==> src/core/ftc_pkg.sv <==
// Constants, register map and carrier types of the fast timer compare and interrupt block
// Overview of operation
// - Channel B matches only when the running counter counts onto its compare value.
// - A software write making counter equal channel B value gives no match.
// - A channel B match sets its flag after a synchronisation delay.
// - Channel D behaves like channel B: counted match only, delayed flag set.
// - A match against the top compare value clears the counter in every mode.
// - Writing a top compare value below three stores three instead.
// - Mask bits 7, 6, 5 enable compare interrupts of channels D, A, B.
// - Mask bit 2 enables the counter overflow interrupt.
// - Flag bits 7, 6, 5 hold compare flags D, A, B; bit 2 overflow.
// - A compare interrupt needs global enable, channel enable and channel flag together.
// - Compare flags clear on vector taken, or one cycle after a written one.
// - Normal and fast modes set overflow when the counter hits top and wraps.
// - Phase and frequency correct mode sets overflow when zero is clocked in.
// - Overflow flag clears like compare flags; its interrupt needs global enable, overflow enable and overflow flag.
// - Dead-time register serves all channels; high and low nibbles delay each output.
// - Each dead-time field counts zero to fifteen prescaled timer clock periods.
// - A two-bit shared temporary register carries the upper bits of 10-bit accesses.
package ftc_pkg;

   // Register byte offsets on the Avalon slave
   localparam logic [4:0] OFS_FLAGS = 5'h00;
   localparam logic [4:0] OFS_FLAG_CLEAR = 5'h04;
   localparam logic [4:0] OFS_MASK = 5'h08;
   localparam logic [4:0] OFS_CMP_B = 5'h0c;
   localparam logic [4:0] OFS_CMP_TOP = 5'h10;
   localparam logic [4:0] OFS_CMP_D = 5'h14;
   localparam logic [4:0] OFS_DEAD_TIME = 5'h18;
   localparam logic [4:0] OFS_HIGH_TEMP = 5'h1c;

   // Flag and enable bit positions (same layout in both registers)
   localparam int BIT_D = 7;
   localparam int BIT_A = 6;
   localparam int BIT_B = 5;
   localparam int BIT_OVF = 2;
   localparam logic [7:0] FLAG_BITS = 8'he4;

   // Field widths and positions
   localparam int CNT_W = 10;
   localparam int HIGH_W = 2;
   localparam int DT_W = 4;
   localparam int DT_HIGH_LSB = 4;
   localparam int DT_LOW_LSB = 0;

   // Reset values
   localparam logic [7:0] RST_FLAGS = 8'h00;
   localparam logic [7:0] RST_MASK = 8'h00;
   localparam logic [9:0] RST_CMP = 10'h000;
   localparam logic [9:0] RST_CMP_TOP = 10'h0ff;
   localparam logic [7:0] RST_DEAD_TIME = 8'h00;
   localparam logic [1:0] RST_HIGH_TEMP = 2'h0;

   // Lowest value the top compare register accepts
   localparam logic [9:0] TOP_MIN = 10'h003;

   // Timing counts in mclk cycles
   localparam int SYNC_STAGES = 1;
   localparam int CLEAR_DELAY = 1;

   // Waveform generation modes, decoded by the counter core outside
   typedef enum logic [2:0] {
      MODE_NORMAL,
      MODE_FAST,
      MODE_PFC,
      MODE_PWM6_SINGLE,
      MODE_PWM6_DUAL
   } ftc_mode_t;

   // Counter status as seen from the counter core
   typedef struct packed {
      logic [9:0] value;   // Current counter value
      logic tick;          // Counter advanced this cycle (prescaled clock)
      logic loaded;        // Counter written by software this cycle
      logic down;          // Counting direction, 1 = down
   } ftc_cnt_t;

   // Per-flag vectors of the interrupt layout
   typedef struct packed {
      logic [7:0] request; // Masked and globally enabled requests
      logic [7:0] flags;   // Raw sticky flags
   } ftc_irq_t;

endpackage : ftc_pkg

==> src/core/ftc_dead_time.sv <==
// Dead-time inserter for one complementary output pair
`timescale 1ns/1ps
`default_nettype none
module ftc_dead_time #(
   parameter int DT_W = 4
) (
   input wire logic mclk,              // System clock
   input wire logic rstn,              // Asynchronous reset, active low
   input wire logic ce,                // Clock enable
   input wire logic tick,              // Prescaled timer clock enable
   input wire logic waveIn,            // Raw compare waveform
   input wire logic [DT_W-1:0] dtHigh, // Delay before true output rises
   input wire logic [DT_W-1:0] dtLow,  // Delay before complement rises
   output logic outTrue,               // True output
   output logic outComp                // Complementary output
);

   if (DT_W < 1)
      $error("DT_W must be at least one");

   logic waveSeen;
   logic [DT_W-1:0] delayLeft;

   // Edge of the raw wave loads the matching delay; both outputs go low at once
   always_ff @(posedge mclk or negedge rstn)
   begin
      if (!rstn)
      begin
         waveSeen <= 1'b0;
         delayLeft <= '0;
         outTrue <= 1'b0;
         outComp <= 1'b0;
      end
      else if (ce)
      begin
         if (waveIn != waveSeen)
         begin
            waveSeen <= waveIn;
            delayLeft <= waveIn ? dtHigh : dtLow;
            outTrue <= 1'b0;
            outComp <= 1'b0;
         end
         else if (delayLeft != '0)
         begin
            // Count only on prescaled periods so the delay scales with the timer
            if (tick)
               delayLeft <= delayLeft - 1'b1;
         end
         else
         begin
            outTrue <= waveSeen;
            outComp <= !waveSeen;
         end
      end
   end

endmodule : ftc_dead_time
`default_nettype wire

==> src/core/ftc_compare_irq.sv <==
// Compare registers, flags, interrupts and dead time of the fast timer
//
// Implementation choices: register access over Avalon-MM and the register addresses.
`timescale 1ns/1ps
`default_nettype none
module ftc_compare_irq #(
   parameter int SYNC_STAGES = ftc_pkg::SYNC_STAGES,
   parameter int CHANNELS = 3
) (
   input wire logic mclk,                        // System clock, 10 MHz
   input wire logic rstn,                        // Asynchronous reset, active low
   input wire logic ce,                          // Clock enable, freezes all state
   input wire logic [4:0] avs_address,           // Avalon byte address
   input wire logic avs_read,                    // Avalon read
   input wire logic avs_write,                   // Avalon write
   input wire logic [3:0] avs_byteenable,        // Avalon byte enables
   input wire logic [31:0] avs_writedata,        // Avalon write data
   output logic [31:0] avs_readdata,             // Avalon read data
   output logic avs_waitrequest,                 // Avalon wait request
   input wire ftc_pkg::ftc_cnt_t counter,        // Counter status from core
   input wire ftc_pkg::ftc_mode_t mode,          // Waveform generation mode
   input wire logic matchEventA,                 // Channel A match pulse from its unit
   input wire logic globalIrqEnable,             // Global interrupt enable of the CPU
   input wire logic [7:0] vectorTaken,           // Vector taken pulses, flag layout
   input wire logic [CHANNELS-1:0] waveRaw,      // Raw waveforms to dead-time
   output logic counterClear,                    // Strobe: clear counter on top match
   output logic [9:0] compareB,                  // Channel B compare value
   output logic [9:0] compareTop,                // Top compare value
   output logic [9:0] compareD,                  // Channel D compare value
   output ftc_pkg::ftc_irq_t irqState,           // Per-flag requests and flags
   output logic irq,                             // Combined interrupt, level
   output logic [CHANNELS-1:0] compareOutTrue,   // Dead-timed true outputs
   output logic [CHANNELS-1:0] compareOutComp    // Dead-timed complement outputs
);

   if (SYNC_STAGES < 1)
      $error("SYNC_STAGES must be at least one");
   if (CHANNELS < 1)
      $error("CHANNELS must be at least one");

   // Counted arrival on a compare value; a software load never counts
   function automatic logic countedHit(input ftc_pkg::ftc_cnt_t c, input logic [9:0] cmp);
      countedHit = c.tick && !c.loaded && (c.value == cmp);
   endfunction : countedHit

   // Top compare value never stored below the minimum
   function automatic logic [9:0] clampTop(input logic [9:0] v);
      clampTop = (v < ftc_pkg::TOP_MIN) ? ftc_pkg::TOP_MIN : v;
   endfunction : clampTop

   logic ack;
   logic [7:0] flags;
   logic [7:0] mask;
   logic [7:0] deadTime;
   logic [1:0] highTemp;
   logic [7:0] clearPending;
   logic [7:0] matchPipe [SYNC_STAGES];
   logic [7:0] rawEvents;
   logic [7:0] setEvents;
   logic [7:0] next_flags;
   logic [7:0] writeOnes;
   logic busWrite;
   logic busRead;
   logic overflowEvent;
   logic [9:0] writeValue;
   logic [7:0] readByte;

   // Avalon handshake: one wait cycle, the access completes on the second edge
   assign avs_waitrequest = (avs_read || avs_write) && !ack;
   assign busWrite = avs_write && ack && avs_byteenable[0];
   assign busRead = avs_read && ack;
   assign writeValue = {highTemp, avs_writedata[7:0]};

   // Acknowledge toggles so each access sees exactly one wait cycle
   always_ff @(posedge mclk or negedge rstn)
   begin
      if (!rstn)
         ack <= 1'b0;
      else if (ce)
         ack <= (avs_read || avs_write) && !ack;
   end

   // Read mux; unmapped and write-only offsets read as zero
   always_comb
   begin
      readByte = 8'h00;
      unique case (avs_address)
         ftc_pkg::OFS_FLAGS: readByte = flags & ftc_pkg::FLAG_BITS;
         ftc_pkg::OFS_MASK: readByte = mask & ftc_pkg::FLAG_BITS;
         ftc_pkg::OFS_CMP_B: readByte = compareB[7:0];
         ftc_pkg::OFS_CMP_TOP: readByte = compareTop[7:0];
         ftc_pkg::OFS_CMP_D: readByte = compareD[7:0];
         ftc_pkg::OFS_DEAD_TIME: readByte = deadTime;
         ftc_pkg::OFS_HIGH_TEMP: readByte = {6'h00, highTemp};
         default: readByte = 8'h00;
      endcase
   end

   // Read data captured during the wait cycle, stable at the completing edge
   always_ff @(posedge mclk or negedge rstn)
   begin
      if (!rstn)
         avs_readdata <= 32'h00000000;
      else if (ce && avs_read && !ack)
         avs_readdata <= {24'h000000, readByte};
   end

   // Mask register holds compare and overflow enables
   always_ff @(posedge mclk or negedge rstn)
   begin
      if (!rstn)
         mask <= ftc_pkg::RST_MASK;
      else if (ce && busWrite && avs_address == ftc_pkg::OFS_MASK)
         mask <= avs_writedata[7:0] & ftc_pkg::FLAG_BITS;
   end

   // Dead-time value, shared by every channel
   always_ff @(posedge mclk or negedge rstn)
   begin
      if (!rstn)
         deadTime <= ftc_pkg::RST_DEAD_TIME;
      else if (ce && busWrite && avs_address == ftc_pkg::OFS_DEAD_TIME)
         deadTime <= avs_writedata[7:0];
   end

   // Shared high bits: written directly, or loaded when a compare low byte is read
   always_ff @(posedge mclk or negedge rstn)
   begin
      if (!rstn)
         highTemp <= ftc_pkg::RST_HIGH_TEMP;
      else if (ce)
      begin
         if (busWrite && avs_address == ftc_pkg::OFS_HIGH_TEMP)
            highTemp <= avs_writedata[1:0];
         else if (busRead)
         begin
            unique case (avs_address)
               ftc_pkg::OFS_CMP_B: highTemp <= compareB[9:8];
               ftc_pkg::OFS_CMP_TOP: highTemp <= compareTop[9:8];
               ftc_pkg::OFS_CMP_D: highTemp <= compareD[9:8];
               default: highTemp <= highTemp;
            endcase
         end
      end
   end

   // Compare B, written as a 10-bit value with the shared high bits
   always_ff @(posedge mclk or negedge rstn)
   begin
      if (!rstn)
         compareB <= ftc_pkg::RST_CMP;
      else if (ce && busWrite && avs_address == ftc_pkg::OFS_CMP_B)
         compareB <= writeValue;
   end

   // Compare D, same scheme as B
   always_ff @(posedge mclk or negedge rstn)
   begin
      if (!rstn)
         compareD <= ftc_pkg::RST_CMP;
      else if (ce && busWrite && avs_address == ftc_pkg::OFS_CMP_D)
         compareD <= writeValue;
   end

   // Top value is clamped so the counter period never collapses
   always_ff @(posedge mclk or negedge rstn)
   begin
      if (!rstn)
         compareTop <= ftc_pkg::RST_CMP_TOP;
      else if (ce && busWrite && avs_address == ftc_pkg::OFS_CMP_TOP)
         compareTop <= clampTop(writeValue);
   end

   // Top match restarts the counter the same way in every mode
   assign counterClear = countedHit(counter, compareTop);

   // Overflow point depends on the mode: top wrap for single slope, zero for dual
   always_comb
   begin
      overflowEvent = 1'b0;
      unique case (mode)
         ftc_pkg::MODE_NORMAL,
         ftc_pkg::MODE_FAST,
         ftc_pkg::MODE_PWM6_SINGLE: overflowEvent = counterClear;
         ftc_pkg::MODE_PFC,
         ftc_pkg::MODE_PWM6_DUAL: overflowEvent = counter.tick && !counter.loaded
            && counter.down && (counter.value == 10'h000);
         default: overflowEvent = 1'b0;
      endcase
   end

   // Compare events before synchronisation, in flag layout
   always_comb
   begin
      rawEvents = 8'h00;
      rawEvents[ftc_pkg::BIT_B] = countedHit(counter, compareB);
      rawEvents[ftc_pkg::BIT_D] = countedHit(counter, compareD);
      rawEvents[ftc_pkg::BIT_A] = matchEventA;
   end

   // Compare events pass a synchronisation pipeline before reaching the flags
   always_ff @(posedge mclk or negedge rstn)
   begin
      if (!rstn)
      begin
         for (int i = 0; i < SYNC_STAGES; i++)
            matchPipe[i] <= 8'h00;
      end
      else if (ce)
      begin
         matchPipe[0] <= rawEvents;
         for (int i = 1; i < SYNC_STAGES; i++)
            matchPipe[i] <= matchPipe[i-1];
      end
   end

   // Overflow is not delayed: it lands on the edge of the wrap itself
   always_comb
   begin
      setEvents = matchPipe[SYNC_STAGES-1];
      setEvents[ftc_pkg::BIT_OVF] = overflowEvent;
   end

   // Ones written to the flag or clear register, applied one cycle later
   assign writeOnes = (busWrite && (avs_address == ftc_pkg::OFS_FLAGS || avs_address == ftc_pkg::OFS_FLAG_CLEAR))
      ? (avs_writedata[7:0] & ftc_pkg::FLAG_BITS) : 8'h00;

   // Delay stage of a software clear
   always_ff @(posedge mclk or negedge rstn)
   begin
      if (!rstn)
         clearPending <= 8'h00;
      else if (ce)
         clearPending <= writeOnes;
   end

   // Sticky flags: vector taken or delayed write clears, a new event always wins
   always_comb
   begin
      next_flags = flags & ~clearPending & ~vectorTaken;
      next_flags = (next_flags | setEvents) & ftc_pkg::FLAG_BITS;
   end

   always_ff @(posedge mclk or negedge rstn)
   begin
      if (!rstn)
         flags <= ftc_pkg::RST_FLAGS;
      else if (ce)
         flags <= next_flags;
   end

   // Requests stay up while flag, enable and global enable all hold
   assign irqState.flags = flags;
   assign irqState.request = globalIrqEnable ? (flags & mask) : 8'h00;
   assign irq = |irqState.request;

   // One dead-time inserter per channel, all fed by the same register
   for (genvar ch = 0; ch < CHANNELS; ch++)
   begin : gen_dead
      ftc_dead_time #(
         .DT_W(ftc_pkg::DT_W)
      ) u_dead (
         .mclk(mclk),
         .rstn(rstn),
         .ce(ce),
         .tick(counter.tick),
         .waveIn(waveRaw[ch]),
         .dtHigh(deadTime[ftc_pkg::DT_HIGH_LSB +: ftc_pkg::DT_W]),
         .dtLow(deadTime[ftc_pkg::DT_LOW_LSB +: ftc_pkg::DT_W]),
         .outTrue(compareOutTrue[ch]),
         .outComp(compareOutComp[ch])
      );
   end

endmodule : ftc_compare_irq
`default_nettype wire

==> config.mk <==
export PLATFORM = sky130hd
export DESIGN_NAME = ftc_compare_irq
export DESIGN_NICKNAME = d
export VERILOG_FILES = /design/src/core/ftc_pkg.sv /design/src/core/ftc_dead_time.sv /design/src/core/ftc_compare_irq.sv
export SDC_FILE = /design/constraint.sdc
export NUM_CORES = 1
export LEC_CHECK = 0
export ABC_AREA = 1
export BUFFER_PORTS_ARGS = -buffer_cell sky130_fd_sc_hd__buf_2
export CORE_ASPECT_RATIO = 0.75
export CORE_MARGIN = 2
export CORE_UTILIZATION = 45
export CTS_CLUSTER_DIAMETER = 80
export CTS_CLUSTER_SIZE = 14
export DETAILED_ROUTE_END_ITERATION = 8
export GPL_ROUTABILITY_DRIVEN = 0
export PLACE_DENSITY = 0.71
export SYNTH_ARGS = -nofsm -noshare
export SYNTH_HDL_FRONTEND = slang
export SYNTH_SLANG_ARGS = --single-unit
==> constraint.sdc <==
create_clock -name mclk -period 1.6 [get_ports mclk]
set_input_delay 0.08 -clock mclk [delete_from_list [all_inputs] [get_ports mclk]]
set_output_delay 0.08 -clock mclk [all_outputs]
set_load 0.01 [all_outputs]
==> impl_results.md <==
- Outcome: complete, but fails checks
- Violations in the final reports: negative setup slack
- Setup TNS: -127 ps
- CTS HTree Levels: 3
- Synth Instances: 700
- Max_cap viols: 0
- Final WS setup: -119 ps
- GR Overflow Total: 0
- CP cell instances: inv_2 -> nand2_2 -> nand2_2 -> nor2_2 -> nand2_2 -> nor2_4 -> and2_4 -> buf_6
- Clk buf depth: 2
- Placed Area: 5780 µm²
- Die W: 128 µm
- Pre-CTS WS: -58.2 ps
- Synth Flop Type: dfrtp_1
- Initial Util: 46.8%
- RSZ-0062 raised after global routing: yes
- Crit path DAT: around 1600 ps
- Area of the core: between 10000 and 15000 µm²
- CTS tree: built
- Post-synth cell types: 34
- Final setup violation count: 2
- Final ANT Viol Nets: 0
- Critical path's top delay family: simple AND/OR/NAND/NOR gates
- CP Launch Type: register
- Pwr dens: 1160 nW/µm²
- Vias in the first global route: 4753
- Peak Freq: 582 MHz
- Antenna diodes: 0
- Clk sinks: 85
- Initial antenna violation count: 0
- Average size of a mapped cell: around 7.4 µm²
- First-pass GRT wire length: 24.0 mm
- Area leader, netlist: dfrtp_1
- P&R area growth vs syn: 22.2%
- Initial DRC count: 478
- Fraction of layout cells with a size suffix above 1: ~24%
- Sequential area share after synthesis: 41.3%
- Critical path class: reg -> out
- DPL Wire Length: ~11 mm
- Synth async-reset ratio: 100%
- Logic pwr share: between 20% and 30%
- Yosys warns: 0
- CP most frequent cell: nand2_2
- GRT Total Usage: 24.7%
- Vias: 4968
- CP max FO: 4
- Buffers and inverters on the worst path: 2
- WL final: 15.0 mm
- Pre-antenna DRT Iters: 5
- Synth Cell Area: 5180 µm²
- Max Slew Vio Count: 0
- TritonCTS buffer count: 9
- Final Hold Viols: 0
- Net Sw Frac: 32.9%
- Largest net degree at the start of global routing: 35
- #FFs+latches synth: 85
- Min Tclk post-route: about 1700 ps
- Final Power: around 7.3 mW
- Slowest CP cell: dfstp_2
- DRC viols: 0
- Internal: just under 5 mW
- Commonest non-fill, non-tap cells in the layout: 181 x nand2_1, 96 x buf_2, 78 x inv_1
- Worst-path clk slew: approximately 60 ps
- Clk Latency, worst-skew pair: 350 ps
- Clk network pwr share: 33.4%
- Area contributors post-synth: dfrtp_1 37%, nand2_1 13%, o21ai_0 7.5%, inv_1 6.4%, buf_4 5.9%
- Maximum vdd ir drop: 0.557 mV
- Final Cell Area: between 6000 and 7000 µm²
- Vias per cell: 5.13
- Worst path max stage delay: 570 ps
- Layout Nets: 908
- Port-buffer cells: 98
- Area share of the largest cell type after synthesis: between 30% and 40%
- P_sw: 2.41 mW
- Final worst path period share: 107%
- Hold Crit Class: in -> reg
- Critical path required time: approximately 1500 ps
- Post-synth EDFFs: 0
- Static Leak: 3.38 nW
- Die ar.: 12400 µm²
- Root Buffer: clkbuf_16
- Wirelength per Cell: 15.5 µm
- Row Count: 33
- CP startpoint: compareTop[5]
- CP Capture Type: output port
- Reg power frac: a little under two fifths
- Worst Skew: 4.85 ps
- Commonest non-fill, non-tap cell in the layout: nand2_1
- Die height: between 90 and 100 µm
- Hold_sp: avs_writedata[2]
- Filler cells: 1012
- Reg-to-Reg Start: compareTop[5]
- Top-Level Pins: 162
==> sequential cells by signal (all words and copies together) (netlist names) <==
name,cells
flags,4
highTemp,2
ack,1
mask,4
compareB,10
compareD,10
compareTop,10
gen_dead.u_dead.outTrue,3
gen_dead.u_dead.delayLeft,12
gen_dead.u_dead.waveSeen,3
deadTime,8
gen_dead.u_dead.outComp,3
avs_readdata,8
matchPipe,3
clearPending,4
==> stage by stage <==
stage | util [%] | hold WS (ps) | instances
after floorplan | - | -216 | 731
after global placement | 52.2 | 63.8 | 939
after detailed placement | 52.2 | 72.3 | 939
after CTS | 56.3 | 0.215 | 966
after global routing | 57.2 | 12.5 | 969
final | 57.2 | 7.61 | 969
==> metal layers <==
| metal | vias up | global-route usage (%) | part of all wire, % |
|---|---|---|---|
| met4 | 0 | 6.42 | 1.5 |
| met3 | 23 | 7.96 | 9.3 |
| met2 | 224 | 37.4 | 44 |
| li1 | 2413 | - | - |
| met5 | - | 0 | 0 |
| met1 | 2308 | 34.4 | 45 |
==> tightest hold or removal path, stage by stage <==
cell	delay, ps
buf_2	130
nand2_1	60
o21ai_0	70
==> synthesized netlist by cell type (9+ instances only) <==
cell     count
nor2_1      76
dfrtp_1     77
ha_1         9
nand2_1    186
nand4_1     19
a21oi_1     34
buf_4       41
xnor2_1     10
o21ai_0     78
inv_1       88
nor3_1      10
nand3_1     11
==> worst paths after layout <==
path	to	slack, ps	cells after the start
hold reg to reg	avs_readdata[3]	470	2
setup reg to reg	flags[2]	30	10
max in group asynchronous	gen_dead[0].u_dead.delayLeft[2]	770	3
setup / recovery	counterClear	-120	8
min in group asynchronous	gen_dead[1].u_dead.outComp	230	2
hold / removal	compareTop[2]	8	3
==> power groups by stage <==
stage	Combinational, mW	Clock (mW)	Sequential [mW]
2_1_floorplan	1.38	0	2.79
3_3_place_gp	1.82	0	2.79
3_5_place_dp	1.92	0	2.80
4_1_cts	1.96	2.47	2.77
5_1_grt	2.36	2.55	2.83
6_report	2.08	2.44	2.79
==> logic make-up after synthesis <==
| logic type | synth area share [%] |
|---|---|
| and+or+nand+nor | 26.9 |
| muxes | 1.30 |
| xor gates and xnor gates | 2.71 |
| other | 0.0724 |
| DFF | 41.3 |
| adders and majority gates | 2.18 |
| AOI/OAI and AO/OA | 12.3 |
| buffers and inverters | 13.3 |
==> timing repair <==
action | in CTS | in global routing
pin swaps | 6 | 8
endpoints found under the setup margin | 8 | 13
hold buffers | 4 | 0
endpoints found under the hold margin | 34 | 0
gates resized for setup | 14 | 25
buffers inserted | 7 | 3
==> layout make-up <==
cell class	count	area, µm²	area share, %
well taps	140	175	2.77
clock inverters	4	95.1	1.50
repair buffers	131	782	12.4
inverters	90	338	5.34
flip-flops and latches	85	2140	33.8
multi-input cells	507	2550	40.3
clock buffers	12	246	3.90
No activity file was read; power rests on OpenSTA's default activity.
